File: src/include/sbs_defs.vh
// constants for the stop method and brake sequencer
// assumes a 200 MHz control clock and restart-effective selectors
`ifndef SBS_DEFS_VH
`define SBS_DEFS_VH

// ----------------------------------------------------------------
// selector codes
// ----------------------------------------------------------------
`define SBS_PRI_SHORT_COAST 3'h0
`define SBS_PRI_SHORT_HOLD 3'h1
`define SBS_PRI_COAST 3'h2
`define SBS_TRV_SHORT_COAST 3'h0
`define SBS_TRV_INERTIA 3'h1
`define SBS_TRV_REV_CLAMP 3'h2
`define SBS_TRV_REV_COAST 3'h3
`define SBS_SEC_SHORT_COAST 3'h0
`define SBS_SEC_SHORT_HOLD 3'h1
`define SBS_SEC_COAST 3'h2
`define SBS_SEC_REV_SHORT 3'h3
`define SBS_SEC_REV_COAST 3'h4
`define SBS_SEC_RUN 3'h5

// ----------------------------------------------------------------
// torque limit, allocation code, timing
// ----------------------------------------------------------------
`define SBS_TORQ_MAX 9'h15e
`define SBS_TORQ_RESET 9'h12c
`define SBS_ALLOC_BRAKE 4'h4
`define SBS_TICK_MS 10
`define SBS_CLK_KHZ 200000
`define SBS_TICK_CYCLES (`SBS_TICK_MS * `SBS_CLK_KHZ)
`define SBS_BRAKE_WAIT_RESET 7'h32
`define SBS_SPEED_RESET 7'h64

`endif

File: src/hw/sbs_tick_timer.v
// down counter in 10 ms ticks, used for both brake delays
// assumes the start pulse and the load value come from the same clock
`include "sbs_defs.vh"

module sbs_tick_timer #(
    parameter TICK_CYCLES = `SBS_TICK_CYCLES
) (
    input wire clk,
    input wire rst_b,
    input wire start,
    input wire stop,
    input wire [8:0] load,
    output reg busy,
    output reg done
);
    reg [31:0] cyc;
    reg [8:0] ticks;

    // ----------------------------------------------------------------
    // tick counter
    // ----------------------------------------------------------------
    // a zero load finishes at once, so a zero wait costs one cycle only
    always @(posedge clk) begin
        done <= 1'b0;
        if (!rst_b || stop) begin
            busy <= 1'b0;
            cyc <= 32'h0;
            ticks <= 9'h0;
        end else if (start) begin
            cyc <= 32'h0;
            ticks <= load;
            busy <= (load != 9'h0);
            done <= (load == 9'h0);
        end else if (busy) begin
            if (cyc == TICK_CYCLES - 1) begin
                cyc <= 32'h0;
                if (ticks == 9'h1) begin
                    busy <= 1'b0;
                    done <= 1'b1;
                end
                ticks <= ticks - 9'h1;
            end else begin
                cyc <= cyc + 32'h1;
            end
        end
    end
endmodule

File: src/hw/sbs_top.v
// stop method selection and holding brake sequencing for a servo drive
// assumes pins are asynchronous, host settings are on CLK already
//
// What this block does
// configurable stop on alarms, overtravel, servo-off
// primary selector: short-coast, short-hold, coast
// overtravel selector: short, inertia, reverse clamp/coast
// group-two selector, six choices incl. keep running
// keep-running option only warns, no stop
// reverse brake: zero speed, no ramp, torque limited
// torque limit 0..350 percent, live, default 300
// zero clamp holds position reference zero
// coast releases motor; winding short holds it
// brake output drops on servo-off or alarm
// brake routed to terminal pair coded 4
// host waits 50 ms plus release before motion
// three settings time brake and power removal
// stopped: power off after wait, brake now
// running: brake on low speed or timeout, in reverse brake only at standstill
// alarm removes power at once, except a group two reverse brake keeps it until standstill
// selectors latched at reset, unknown means default
// priority: group one, group two, overtravel, servo-off
`include "sbs_defs.vh"

module sbs_top #(
    parameter TICK_CYCLES = `SBS_TICK_CYCLES
) (
    input wire CLK,
    input wire RST_B,
    input wire SERVO_ON,
    input wire GROUP_ONE_ALARM,
    input wire GROUP_TWO_ALARM,
    input wire TRAVEL_LIMIT_STATE,
    input wire SAFETY_STATE,
    input wire [2:0] PRIMARY_STOP_SELECT,
    input wire [2:0] OVERTRAVEL_STOP_SELECT,
    input wire [2:0] SECONDARY_ALARM_STOP_SELECT,
    input wire [8:0] REVERSE_BRAKE_TORQUE_LIMIT,
    input wire [8:0] SERVO_OFF_WAIT_TIME,
    input wire [6:0] BRAKE_SPEED_THRESHOLD,
    input wire [6:0] BRAKE_WAIT_TIME,
    input wire [11:0] OUTPUT_PIN_ALLOCATION,
    input wire [15:0] MOTOR_SPEED_RPM,
    output reg MOTOR_POWER_ON,
    output reg WINDING_SHORT_HOLD,
    output reg ZERO_SPEED_FORCE,
    output reg [8:0] TORQUE_LIMIT,
    output reg ZERO_CLAMP,
    output reg ALARM_WARNING,
    output reg [2:0] BRAKE_RELEASE_OUT
);
    // state codes
    localparam ST_RUN = 3'h0;
    localparam ST_SHORT_STOP = 3'h1;
    localparam ST_COAST_STOP = 3'h2;
    localparam ST_REV_STOP = 3'h3;
    localparam ST_AFTER = 3'h4;
    localparam ST_OFF_WAIT = 3'h5;
    // after-stop codes
    localparam AF_COAST = 2'h0;
    localparam AF_SHORT = 2'h1;
    localparam AF_CLAMP = 2'h2;
    localparam AF_RUN = 2'h3;
    // stop method codes
    localparam SM_SHORT = 2'h0;
    localparam SM_COAST = 2'h1;
    localparam SM_REV = 2'h2;
    localparam SM_NONE = 2'h3;

    // ----------------------------------------------------------------
    // pin synchronisers
    // ----------------------------------------------------------------
    reg [4:0] sync1;
    reg [4:0] sync2;
    always @(posedge CLK) begin
        if (!RST_B) begin
            sync1 <= 5'h0;
            sync2 <= 5'h0;
        end else begin
            sync1 <= {SAFETY_STATE, TRAVEL_LIMIT_STATE, GROUP_TWO_ALARM,
                GROUP_ONE_ALARM, SERVO_ON};
            sync2 <= sync1;
        end
    end
    wire son = sync2[0];
    wire al1 = sync2[1];
    wire al2 = sync2[2];
    wire trv = sync2[3];
    wire safe = sync2[4];

    // ----------------------------------------------------------------
    // restart-effective selectors
    // ----------------------------------------------------------------
    // caught while reset is held so a live edit never changes a stop midway
    reg [2:0] sel_pri;
    reg [2:0] sel_trv;
    reg [2:0] sel_sec;
    always @(posedge CLK) begin
        if (!RST_B) begin
            sel_pri <= (PRIMARY_STOP_SELECT > `SBS_PRI_COAST) ?
                `SBS_PRI_SHORT_COAST : PRIMARY_STOP_SELECT;
            sel_trv <= (OVERTRAVEL_STOP_SELECT > `SBS_TRV_REV_COAST) ?
                `SBS_TRV_SHORT_COAST : OVERTRAVEL_STOP_SELECT;
            sel_sec <= (SECONDARY_ALARM_STOP_SELECT > `SBS_SEC_RUN) ?
                `SBS_SEC_SHORT_COAST : SECONDARY_ALARM_STOP_SELECT;
        end
    end

    // ----------------------------------------------------------------
    // trigger priority and method decode
    // ----------------------------------------------------------------
    reg [1:0] method;
    reg [1:0] after;
    reg trig;
    reg is_alarm;
    // fixed trigger priority; a keep-running group two alarm only warns
    always @* begin
        trig = 1'b1;
        is_alarm = al1 || (al2 && sel_sec != `SBS_SEC_RUN);
        method = SM_SHORT;
        after = AF_COAST;
        if (is_alarm && !al1 && !safe) begin
            case (sel_sec)
                `SBS_SEC_SHORT_HOLD: after = AF_SHORT;
                `SBS_SEC_COAST: method = SM_COAST;
                `SBS_SEC_REV_SHORT: begin
                    method = SM_REV;
                    after = AF_SHORT;
                end
                `SBS_SEC_REV_COAST: method = SM_REV;
                default: method = SM_SHORT;
            endcase
        end else if (trv && !al1 && !safe) begin
            case (sel_trv)
                `SBS_TRV_INERTIA: method = SM_COAST;
                `SBS_TRV_REV_CLAMP: begin
                    method = SM_REV;
                    after = AF_CLAMP;
                end
                `SBS_TRV_REV_COAST: method = SM_REV;
                default: method = SM_SHORT;
            endcase
        end else if (al1 || safe || !son) begin
            // group one, safety and servo-off share one selector
            method = (sel_pri == `SBS_PRI_COAST) ? SM_COAST : SM_SHORT;
            after = (sel_pri == `SBS_PRI_SHORT_HOLD) ? AF_SHORT : AF_COAST;
        end else begin
            trig = 1'b0;
            method = SM_NONE;
            after = AF_RUN;
        end
    end

    // ----------------------------------------------------------------
    // brake timers
    // ----------------------------------------------------------------
    reg off_start;
    reg brk_start;
    wire off_done;
    wire brk_busy;
    wire brk_done;
    wire stopped = (MOTOR_SPEED_RPM == 16'h0);
    wire slow = (MOTOR_SPEED_RPM < {9'h0, BRAKE_SPEED_THRESHOLD});

    sbs_tick_timer #(.TICK_CYCLES(TICK_CYCLES)) u_off_wait (
        .clk(CLK),
        .rst_b(RST_B),
        .start(off_start),
        .stop(son),
        .load(SERVO_OFF_WAIT_TIME),
        .busy(),
        .done(off_done)
    );
    sbs_tick_timer #(.TICK_CYCLES(TICK_CYCLES)) u_brk_wait (
        .clk(CLK),
        .rst_b(RST_B),
        .start(brk_start),
        .stop(son && !trig),
        .load({2'h0, BRAKE_WAIT_TIME}),
        .busy(brk_busy),
        .done(brk_done)
    );

    // ----------------------------------------------------------------
    // stop sequencer
    // ----------------------------------------------------------------
    reg [2:0] state;
    reg [1:0] after_hold;
    reg brake_rel;
    always @(posedge CLK) begin
        off_start <= 1'b0;
        brk_start <= 1'b0;
        if (!RST_B) begin
            state <= ST_AFTER;
            after_hold <= AF_COAST;
            brake_rel <= 1'b0;
        end else begin
            case (state)
                ST_RUN: begin
                    if (trig) begin
                        after_hold <= after;
                        // only servo off on a still motor with no stopping alarm waits with power on, even with overtravel or safety active
                        if (is_alarm || !stopped || son) begin
                            brake_rel <= stopped ? 1'b0 : brake_rel;
                            brk_start <= !stopped;
                            state <= (method == SM_REV) ? ST_REV_STOP :
                                (method == SM_COAST) ? ST_COAST_STOP : ST_SHORT_STOP;
                        end else begin
                            brake_rel <= 1'b0;
                            off_start <= 1'b1;
                            state <= ST_OFF_WAIT;
                        end
                    end
                end
                ST_OFF_WAIT: begin
                    // servo back on stops the timer, so leave rather than hang
                    if (is_alarm || son) begin
                        state <= ST_AFTER;
                    end else if (off_done) begin
                        state <= ST_AFTER;
                    end
                end
                ST_SHORT_STOP, ST_COAST_STOP, ST_REV_STOP: begin
                    if ((slow || brk_done) && state != ST_REV_STOP) begin
                        brake_rel <= 1'b0;
                    end
                    // an alarm outranks a reverse brake started for overtravel
                    if (state == ST_REV_STOP && (is_alarm || safe) && method != SM_REV) begin
                        after_hold <= after;
                        state <= (method == SM_COAST) ? ST_COAST_STOP : ST_SHORT_STOP;
                    end
                    if (stopped) begin
                        brake_rel <= 1'b0;
                        state <= ST_AFTER;
                    end
                end
                ST_AFTER: begin
                    brake_rel <= 1'b0;
                    if (trig) begin
                        after_hold <= after; // follow the strongest trigger
                    end else begin
                        brake_rel <= 1'b1; // released while servo on
                        state <= ST_RUN;
                    end
                end
                default: state <= ST_AFTER;
            endcase
        end
    end

    // ----------------------------------------------------------------
    // power stage and brake outputs
    // ----------------------------------------------------------------
    // all outputs registered so the power stage sees no decode glitches
    always @(posedge CLK) begin
        if (!RST_B) begin
            MOTOR_POWER_ON <= 1'b0;
            WINDING_SHORT_HOLD <= 1'b0;
            ZERO_SPEED_FORCE <= 1'b0;
            TORQUE_LIMIT <= `SBS_TORQ_RESET;
            ZERO_CLAMP <= 1'b0;
            ALARM_WARNING <= 1'b0;
            BRAKE_RELEASE_OUT <= 3'h0;
        end else begin
            MOTOR_POWER_ON <= state == ST_RUN || state == ST_OFF_WAIT && !is_alarm
                || state == ST_REV_STOP
                || state == ST_AFTER && after_hold == AF_CLAMP;
            WINDING_SHORT_HOLD <= state == ST_SHORT_STOP
                || state == ST_AFTER && after_hold == AF_SHORT;
            ZERO_SPEED_FORCE <= (state == ST_REV_STOP);
            TORQUE_LIMIT <= (REVERSE_BRAKE_TORQUE_LIMIT > `SBS_TORQ_MAX) ?
                `SBS_TORQ_MAX : REVERSE_BRAKE_TORQUE_LIMIT;
            ZERO_CLAMP <= state == ST_AFTER && after_hold == AF_CLAMP;
            ALARM_WARNING <= al2 && sel_sec == `SBS_SEC_RUN;
            BRAKE_RELEASE_OUT[0] <= brake_rel && !al1
                && OUTPUT_PIN_ALLOCATION[3:0] == `SBS_ALLOC_BRAKE;
            BRAKE_RELEASE_OUT[1] <= brake_rel && !al1
                && OUTPUT_PIN_ALLOCATION[7:4] == `SBS_ALLOC_BRAKE;
            BRAKE_RELEASE_OUT[2] <= brake_rel && !al1
                && OUTPUT_PIN_ALLOCATION[11:8] == `SBS_ALLOC_BRAKE;
        end
    end
endmodule

File: config.mk
export PLATFORM = sky130hd
export DESIGN_NAME = sbs_top
export DESIGN_NICKNAME = d
export VERILOG_FILES = /design/src/hw/sbs_tick_timer.v /design/src/hw/sbs_top.v
export VERILOG_INCLUDE_DIRS = /design/src /design/src/include
export SDC_FILE = /design/constraint.sdc
export NUM_CORES = 1
export LEC_CHECK = 0
export ABC_AREA = 1
export ABC_CLOCK_PERIOD_IN_PS = 3100
export BUFFER_PORTS_ARGS = -buffer_cell sky130_fd_sc_hd__buf_2
export CAP_MARGIN = 5
export CORE_MARGIN = 10
export CORE_UTILIZATION = 31
export CTS_CLUSTER_DIAMETER = 30
export CTS_CLUSTER_SIZE = 28
export DETAILED_ROUTE_END_ITERATION = 10
export HOLD_SLACK_MARGIN = 0.08
export PLACE_DENSITY = 0.55
export REMOVE_ABC_BUFFERS = 1
export SLEW_MARGIN = 25
export SYNTH_ARGS = -nofsm -noshare
export SYNTH_HDL_FRONTEND = slang
export SYNTH_SLANG_ARGS = --single-unit
File: constraint.sdc
create_clock -name CLK -period 3.1 [get_ports CLK]
set_input_delay 0 -clock CLK [delete_from_list [all_inputs] [get_ports CLK]]
set_output_delay 0 -clock CLK [all_outputs]
set_load 0.005 [all_outputs]
==> run metrics, run 1 <==
status=finished clean; final worst clock skew=0.0135 ns; cts bufs inserted=17; final setup fails=0; sequential share of the synthesized area=37.3%; final WL=19400 um; synth cell count leaders=nand2_1 (240), nor2_1 (166), inv_1 (136); FILL cells=2377; Post-synth ARST share=0%; synthesized netlist cell count=1076; gr usage total=13.0%; vias in the first global route=7148; type of the worst min-delay path=primary input to flip-flop; setup tns final=0 ns; cell area after synthesis=7220 sq um; Area contributors post-synth=dfxtp_1 (34%), nand2_1 (12%), nor2_1 (8.6%); FP Rows=55; placed wire-length estimate=14400 um; leak pwr=0.00380 uW; DIE AREA=29800 sq um; share of cells above drive strength 1=14.0%; Design Area, Final=9160 sq um; Hold Fails Final Rpt=0; EDFF count, synth=9; DRC=0; max incr delay on CP=0.60 ns; Root Buffer=clkbuf_16; CORE AREA=22800 sq um; first-pass GRT wire length=33700 um; syn avg cell area=6.71 sq um; initial DRC count=416; Cell Chain, Critical Path=inv_1, nor2_1, nand3_1, dlygate4sd3_1, o21ai_0; maxcap violations=0; crit path time final=2.21 ns; Top Family by Delay on Critical Path=buffers and inverters; Vias=7158; Pwr per Cell Area=486 nW/um^2; crit share post-route=71.2%; Skew-Pair Late Insertion Delay=0.42 ns; Synth Warn #=0; Startpoint Class=flip-flop; Final Power=4450 uW; largest net degree at the start of global routing=23; RePlAce Congestion=0.857; Synth top area share=33.6%; Area Growth Syn to Fin=27.0%; clock-pin slew on the worst setup and hold paths=0.06 ns; slowest CP cell=dlygate4sd3_1; num ports=93; worst vdd ir=0.340 mV; CP bufs+invs=2; die width=173 um; Die H=173 um; cell taking the most area after synthesis=dfxtp_1; Routed WL per cell=12.4 um; setup bufs post-CTS=0; storage element area=2690 sq um; RSZ-0062 raised after global routing=no; worst-case clock buffer depth=2; Worst EP required=3.41 ns; starting density of the core=31.7%; Setup crit end kind=flip-flop; count leader, synth=nand2_1; Pre-antenna DRT Iters=5; CP arrival=2.52 ns; Vias per Instance=4.58; fin util=40.2%; initial antenna violation count=1; library cells used by synthesis=51; TritonCTS clock tree=built; Slew @ Worst Pin=0.545 ns; multi-input logic area=3890 sq um; Synth Flop Type=dfxtp_1; number of I/O port buffers=92; flop and latch count out of synthesis=130; WS Path Type=flip-flop to flip-flop; Routed Antenna Nets=0; Area after DPL=8000 sq um; Crit Path Max Fanout=14; H-tree Lvls=4; Peak Freq=453 MHz; gr ovfl total=0; nets=1325; # clock sinks=130; Worst slew margin=63.3%; Slew Viols, Final=0
[placed cells by master (no fill, tap or decap), drive strengths merged]
cell type / n
dfxtp: 121
a41oi: 1
o22ai: 4
o31ai: 2
xor2: 18
a211oi: 2
nand2: 251
and2: 1
nor4: 19
diode: 1
o2111ai: 1
o21bai: 3
buf: 94
nand3: 83
clkbuf: 18
inv: 153
ha: 14
a21boi: 1
conb: 2
nor3: 56
clkinv: 5
edfxtp: 9
nor2: 179
clkinvlp: 2
xnor2: 3
o21ai: 45
nand4: 25
nor3b: 10
and3: 2
a21o: 2
nand3b: 3
a21oi: 50
or2: 6
dlygate4sd3: 61
a31oi: 2
[layout make-up]
type	count	area share, %
flip-flops and latches	130	29.4
inverters	146	5.98
diodes	1	0.0273
clock inverters	14	1.30
repair buffers	155	11.9
multi-input cells	785	42.5
clock buffers	18	4.68
well taps	313	4.27
[worst min-delay path: stages]
cell and delay (ns):
buf_2 0.08, nor2_1 0.03, nand2_1 0.04, nor2_1 0.09, nand3_1 0.12, a21oi_1 0.07
nor2_1 0.07
[through the flow]
stage                     hold WS, ns  setup WS [ns]  cells
after global placement          0.167           1.07   1468
after CTS                       0.125          0.833   1561
after global routing            0.175          0.718   1562
after floorplan                0.0687           1.24   1061
after detailed placement        0.173           1.02   1468
final                           0.122          0.892   1562
[report_power, final]
part	switching (uW)	leakage, uW	internal [uW]	total, uW
Sequential	61.1	0.00107	1780	1840
Combinational	449	0.00246	295	744
Clock	826	0.000265	1050	1870
[metal layers]
| layer | routed length (um) | track usage, % | vias up |
|---|---|---|---|
| met5 | 0 | 0 | - |
| met4 | 233 | 3.37 | 0 |
| met3 | 1080 | 4.09 | 19 |
| met2 | 8730 | 20.8 | 151 |
| met1 | 9360 | 16.6 | 3160 |
| li1 | - | - | 3828 |
[registers in the layout, summed over array words and instances, names as in the netlist, 2 cells and up]
| signal | count |
|---|---|
| state | 3 |
| sel_sec | 3 |
| u_brk_wait.cyc | 32 |
| sync1 | 5 |
| sel_trv | 3 |
| BRAKE_RELEASE_OUT | 3 |
| after_hold | 2 |
| sel_pri | 3 |
| sync2 | 5 |
| u_brk_wait.ticks | 9 |
| TORQUE_LIMIT | 9 |
| u_off_wait.cyc | 32 |
| u_off_wait.ticks | 9 |
[repair_timing]
| item | CTS | global route |
|---|---|---|
| endpoints found under the setup margin | 0 | 0 |
| hold buffers | 61 | 0 |
| hold endpoints to repair | 56 | 0 |
| resized for setup | 0 | 0 |
[cells by family (layout without fill, tap and decap cells)]
family,Yosys count,count (layout),share of synthesized area [%]
and+or+nand+nor,635,635,40.4
buffers and inverters,162,333,8.77
DFF,130,130,37.3
AOI/OAI and AO/OA,113,113,8.44
xor gates and xnor gates,21,21,2.55
adders and majority gates,14,14,2.43
other,1,3,0.0520
[final timing paths]
check                      start              end  slack, ns  cells past startpoint
max                    off_start  u_off_wait.done       0.89                      5
min          MOTOR_SPEED_RPM[10]         state[0]       0.12                      7
max reg2reg            off_start  u_off_wait.done       0.89                      5
min reg2reg             sync1[0]         sync2[0]       0.41                      2
(Power assumes the default switching activity.)
==> inputs of run 2 (changes only) <==
--- a/config.mk
+++ b/config.mk
@@ -6,8 +6,8 @@
 export SDC_FILE = /design/constraint.sdc
 export NUM_CORES = 1
 export LEC_CHECK = 0
-export ABC_AREA = 1
-export ABC_CLOCK_PERIOD_IN_PS = 3100
+export ABC_AREA = 0
+export ABC_CLOCK_PERIOD_IN_PS = 2250
 export BUFFER_PORTS_ARGS = -buffer_cell sky130_fd_sc_hd__buf_2
 export CAP_MARGIN = 5
 export CORE_MARGIN = 10
@@ -16,7 +16,7 @@
 export CTS_CLUSTER_SIZE = 28
 export DETAILED_ROUTE_END_ITERATION = 10
 export HOLD_SLACK_MARGIN = 0.08
-export PLACE_DENSITY = 0.55
+export PLACE_DENSITY = 0.56
 export REMOVE_ABC_BUFFERS = 1
 export SLEW_MARGIN = 25
 export SYNTH_ARGS = -nofsm -noshare
==> constraint.sdc (replaced) <==
create_clock -name CLK -period 2.25 [get_ports CLK]
set_input_delay 0 -clock CLK [delete_from_list [all_inputs] [get_ports CLK]]
set_output_delay 0 -clock CLK [all_outputs]
set_load 0.005 [all_outputs]
==> run metrics, run 2 <==
final worst clock skew=0.00724 ns; placed wire-length estimate=11100 um; Pwr per Cell Area=640 nW/um^2; cell area after synthesis=6410 sq um; EDFF count, synth=9; library cells used by synthesis=72; Post-synth ARST share=0%; r2r worst-path depth=9; Min Hold Slack=0.150 ns; Peak Freq=448 MHz; hold path start=MOTOR_SPEED_RPM[7]; nets=977; cell mode on critical path=o21ai_2; Pre-antenna DRT Iters=5; crit share post-route=99.2%; cell taking the most area after synthesis=dfxtp_1; die width=164 um; RePlAce Congestion=0.783; Post-Place Worst Slack=-0.230 ns; worst-case clock buffer depth=2; Routed Antenna Nets=0; Area after DPL=7280 sq um; hold path cells=5; commonest cells after routing, fill and taps aside=dfxtp_1 (121), buf_2 (92), nor2_1 (88), dlygate4sd3_1 (68), xor2_1 (47); Worst EP required=2.57 ns; Design Area, Final=8560 sq um; vias in the first global route=5477; Top Family by Delay on Critical Path=simple AND/OR/NAND/NOR gates; multi-input logic area=3500 sq um; Synth top area share=37.8%; share of cells above drive strength 1=21.3%; FP Rows=52; count leader, synth=dfxtp_1; TritonCTS clock tree=built; Area Growth Syn to Fin=33.5%; FILL cells=2006; Startpoint Class=flip-flop; # clock sinks=130; WS Path Type=flip-flop to flip-flop; Final Non-Filler Cells=1169; Slew Viols, Final=0; storage element area=2690 sq um; Setup crit end kind=flip-flop; synth cell count leaders=dfxtp_1 (121), nor2_1 (88), xor2_1 (47); starting density of the core=31.6%; Vias=5587; initial antenna violation count=2; CP arrival=2.55 ns; Root Buffer=clkbuf_16; Die H=164 um; syn avg cell area=9.05 sq um; Area contributors post-synth=dfxtp_1 (38%), xor2_1 (6.4%), nor2_1 (5.2%); CP bufs+invs=0; Worst slew margin=63.8%; Hold Fails Final Rpt=0; max incr delay on CP=0.41 ns; clock-pin slew on the worst setup and hold paths=0.06 ns; flop and latch count out of synthesis=130; crit path time final=2.23 ns; worst setup margin=0.0184 ns; DRC=0; gr usage total=12.1%; largest net degree at the start of global routing=32; R2R Path Start=sel_trv[1]; type of the worst min-delay path=primary input to flip-flop; initial DRC count=316; sequential share of the synthesized area=42.0%; number of I/O port buffers=92; final WL=15600 um; reg2reg setup slack=0.02 ns; status=finished clean; setup tns final=0 ns; Cell Chain, Critical Path=or3b_4, a21oi_2, o21ai_2, o31a_1, ha_2, or3_4, o21ai_2, o221ai_2, o21a_1; slowest CP cell=or3b_4; leak pwr=0.00338 uW; maxcap violations=0; worst vdd ir=0.474 mV; commonest non-fill, non-tap cell in the layout=dfxtp_1; Slew @ Worst Pin=0.539 ns; Routed WL per cell=13.4 um; final setup fails=0; Worst Hold Endpoint=brake_rel; Skew-Pair Late Insertion Delay=0.42 ns; Crit Path Max Fanout=3; biggest regs=u_brk_wait.cyc (32), u_off_wait.cyc (32); Vias per Instance=4.78; Crit Reg-Reg Endpoint=state[1]; H-tree Lvls=4; num ports=93; Synth Flop Type=dfxtp_1; RSZ-0062 raised after global routing=yes; Synth Warn #=0; Placed Cells=1069; gr ovfl total=0; synthesized netlist cell count=708; cts bufs inserted=17; DIE AREA=26800 sq um; CORE AREA=20300 sq um; first-pass GRT wire length=26400 um
[run 2: metal layers]
layer | global-route usage [%] | wire length (um)
met5 | 0 | 7
met4 | 3.90 | 208
met3 | 4.33 | 872
met2 | 19.1 | 7180
met1 | 15.1 | 7360
[run 2: kinds of logic (layout without fill, tap and decap cells)]
group | count (synthesis) | after routing | synth area share, %
compound gates | 95 | 95 | 9.70
other cells | 1 | 3 | 0.0585
flops | 130 | 130 | 42.0
simple gates | 336 | 336 | 30.8
fa+ha+maj | 14 | 14 | 2.73
xor+xnor | 75 | 75 | 10.2
buf+inv | 54 | 243 | 3.92
mux | 3 | 3 | 0.469
[run 2: report_power, final]
| part | total (uW) | switching, uW | internal (uW) |
|---|---|---|---|
| sequential | 2400 | 25.6 | 2370 |
| clock | 2640 | 979 | 1660 |
| combinational | 433 | 198 | 235 |
| total | 5480 | 1200 | 4270 |
[run 2: through the flow]
step / total power (uW) / utilization [%]
2_1_floorplan: 2610 / -
3_3_place_gp: 2780 / 35.9
3_5_place_dp: 2790 / 35.9
4_1_cts: 5540 / 42.0
5_1_grt: 5690 / 42.2
6_report: 5480 / 42.2
[run 2: worst max path at each step]
stage,from,cells past startpoint,end,slack (ns)
2_1_floorplan,sel_sec[1],10,state[1],-0.13
3_3_place_gp,sel_trv[1],9,state[1],-0.20
3_5_place_dp,sel_trv[1],9,state[1],-0.23
4_1_cts,sel_trv[2],9,state[1],0.02
5_1_grt,sel_trv[1],9,state[1],-0.04
6_report,sel_trv[1],9,state[1],0.02
[run 2: what timing repair did]
item                                    4_1_cts  5_1_grt
hold buffers                                 68        0
pin swaps                                     4        6
resized for setup                             7        3
buffers inserted                              0        1
endpoints found under the setup margin        4        2
cloned                                        0        0
hold endpoints to repair                     47        0
[run 2: layout make-up]
type	instances	share of cell area, %
Antenna cell	1	0.0292
Clock buffer	23	5.47
Clock inverter	7	0.994
Inverter	25	1.10
Multi-Input combinational cell	525	40.9
Sequential cell	130	31.5
Tap cell	270	3.95
Timing Repair Buffer	188	16.1
[run 2: worst min-delay path, stage by stage]
cell      delay (ns)
buf_2           0.10
nand4b_1        0.10
nor3_1          0.05
o211ai_1        0.18
a211oi_1        0.08
==> inputs of run 3 (changes only) <==
--- a/config.mk
+++ b/config.mk
@@ -7,7 +7,7 @@
 export NUM_CORES = 1
 export LEC_CHECK = 0
 export ABC_AREA = 0
-export ABC_CLOCK_PERIOD_IN_PS = 2250
+export ABC_CLOCK_PERIOD_IN_PS = 2000
 export BUFFER_PORTS_ARGS = -buffer_cell sky130_fd_sc_hd__buf_2
 export CAP_MARGIN = 5
 export CORE_MARGIN = 10
@@ -16,7 +16,7 @@
 export CTS_CLUSTER_SIZE = 28
 export DETAILED_ROUTE_END_ITERATION = 10
 export HOLD_SLACK_MARGIN = 0.08
-export PLACE_DENSITY = 0.56
+export PLACE_DENSITY = 0.57
 export REMOVE_ABC_BUFFERS = 1
 export SLEW_MARGIN = 25
 export SYNTH_ARGS = -nofsm -noshare
==> constraint.sdc (replaced) <==
create_clock -name CLK -period 2 [get_ports CLK]
set_input_delay 0 -clock CLK [delete_from_list [all_inputs] [get_ports CLK]]
set_output_delay 0 -clock CLK [all_outputs]
set_load 0.005 [all_outputs]
==> run metrics, run 3 (synthesized netlist as in run 2, its figures left out) <==
storage element area=2690 sq um; slowest CP cell=or3b_4; Setup crit end kind=flip-flop; Min Hold Slack=0.128 ns; reg2reg setup slack=-0.24 ns; gr usage total=12.4%; Worst Hold Endpoint=brake_rel; RePlAce Congestion=0.817; Pwr per Cell Area=706 nW/um^2; Hold Fails Final Rpt=0; nets=1012; initial antenna violation count=2; # clock sinks=130; commonest non-fill, non-tap cell in the layout=dfxtp_1; clock-pin slew on the worst setup and hold paths=0.06 ns; R2R Path Start=sel_trv[2]; largest net degree at the start of global routing=32; Peak Freq=447 MHz; Cell Chain, Critical Path=or3b_4, a21oi_2, o21ai_2, o31a_1, ha_2, or3_4, o21ai_2, o221ai_2, o21a_1; CP arrival=2.55 ns; Startpoint Class=flip-flop; DIE AREA=26800 sq um; Routed WL per cell=13.5 um; Worst EP required=2.32 ns; multi-input logic area=3550 sq um; Vias per Instance=4.73; TritonCTS clock tree=built; Skew-Pair Late Insertion Delay=0.42 ns; starting density of the core=31.6%; first-pass GRT wire length=27400 um; worst-case clock buffer depth=2; vias in the first global route=5715; initial DRC count=251; number of I/O port buffers=92; num ports=93; FILL cells=1992; cts bufs inserted=17; CP bufs+invs=0; failing checks=negative setup slack; cell mode on critical path=o21ai_2; Crit Reg-Reg Endpoint=state[1]; DRC=0; crit path time final=2.24 ns; FP Rows=52; share of cells above drive strength 1=26.3%; maxcap violations=0; Die H=164 um; biggest regs=u_brk_wait.cyc (32), u_off_wait.cyc (32); instance count on the critical path=9; max incr delay on CP=0.41 ns; Vias=5704; CORE AREA=20300 sq um; Root Buffer=clkbuf_16; type of the worst min-delay path=primary input to flip-flop; RSZ-0062 raised after global routing=yes; Slew Viols, Final=0; Routed Antenna Nets=0; Top Family by Delay on Critical Path=compound AO/OA/AOI/OAI gates; worst vdd ir=0.533 mV; worst setup margin=-0.236 ns; hold path start=MOTOR_SPEED_RPM[14]; Crit Path Max Fanout=3; r2r worst-path depth=9; Area Growth Syn to Fin=38.9%; hold path cells=5; Pre-antenna DRT Iters=4; commonest cells after routing, fill and taps aside=dfxtp_1 (121), buf_2 (92), nor2_1 (87), buf_4 (66), dlygate4sd3_1 (61); Final Power=6280 uW; status=finished with violations; final WL=16300 um; gr ovfl total=0; crit share post-route=112%; final setup fails=4; die width=164 um; leak pwr=0.00358 uW; WS Path Type=flip-flop to flip-flop; Worst slew margin=66.0%; placed wire-length estimate=11500 um; Slew @ Worst Pin=0.505 ns; H-tree Lvls=4; final worst clock skew=0.00845 ns
==> run 3: cell count changes in the layout (fill, tap and decap cells not counted), sizes merged <==
| cell | change |
|---|---|
| clkinv | +1 |
| diode | +1 |
| clkbuf | +1 |
| clkinvlp | +1 |
| dlygate4sd3 | -7 |
| buf | +41 |
==> run 3: worst max path at each step <==
| stage | from | end | slack, ns |
|---|---|---|---|
| floorplan | sel_sec[1] | state[1] | -0.38 |
| global placement | sel_trv[1] | state[1] | -0.47 |
| detailed placement | sel_trv[1] | state[1] | -0.51 |
| CTS | sel_trv[2] | state[1] | -0.20 |
| global route | sel_trv[2] | state[1] | -0.30 |
| finish | sel_trv[2] | state[1] | -0.24 |
==> run 3: where the power goes <==
group / internal, uW / switching, uW
logic: 288 / 239
clock network: 1930 / 1130
registers: 2670 / 27.7
total: 4880 / 1400
==> run 3: final cells by class <==
type	instances	share of cell area, %
diodes	2	0.0562
clock buffers	23	5.37
clock inverters	9	1.18
inverters	25	1.05
multi-input cells	525	39.9
flip-flops and latches	130	30.2
well taps	270	3.79
repair buffers	223	18.4
==> run 3: layer usage <==
| layer | vias up | part of all wire (%) | global-route usage [%] |
|---|---|---|---|
| li1 | 2951 | - | - |
| met1 | 2636 | 47 | 15.2 |
| met2 | 101 | 47 | 20.0 |
| met3 | 16 | 5.3 | 4.41 |
| met4 | 0 | 1.0 | 3.37 |
| met5 | - | 0 | 0 |
==> run 3: tightest hold or removal path: stages <==
cell	delay (ns)
buf_2	0.11
nor4_4	0.06
o2111ai_1	0.06
o211ai_1	0.09
a211oi_1	0.18
==> run 3: metrics by stage <==
step | cells | util, % | TNS (ns) | setup slack [ns] | instance area [sq um]
floorplan | 680 | - | -12.95 | -0.375 | 6250
global placement | 1105 | 37.2 | -1.55 | -0.469 | 7550
detailed placement | 1105 | 37.2 | -1.73 | -0.508 | 7550
CTS | 1199 | 43.3 | -0.523 | -0.201 | 8790
global route | 1207 | 43.9 | -1.08 | -0.300 | 8900
finish | 1207 | 43.9 | -0.747 | -0.236 | 8900
==> run 3: what timing repair did <==
item	in CTS	in global routing
resized for setup	11	12
cloned	0	1
buffers inserted	1	5
hold buffers	61	0
endpoints found under the hold margin	51	0
pin swaps	10	3
endpoints found under the setup margin	5	52
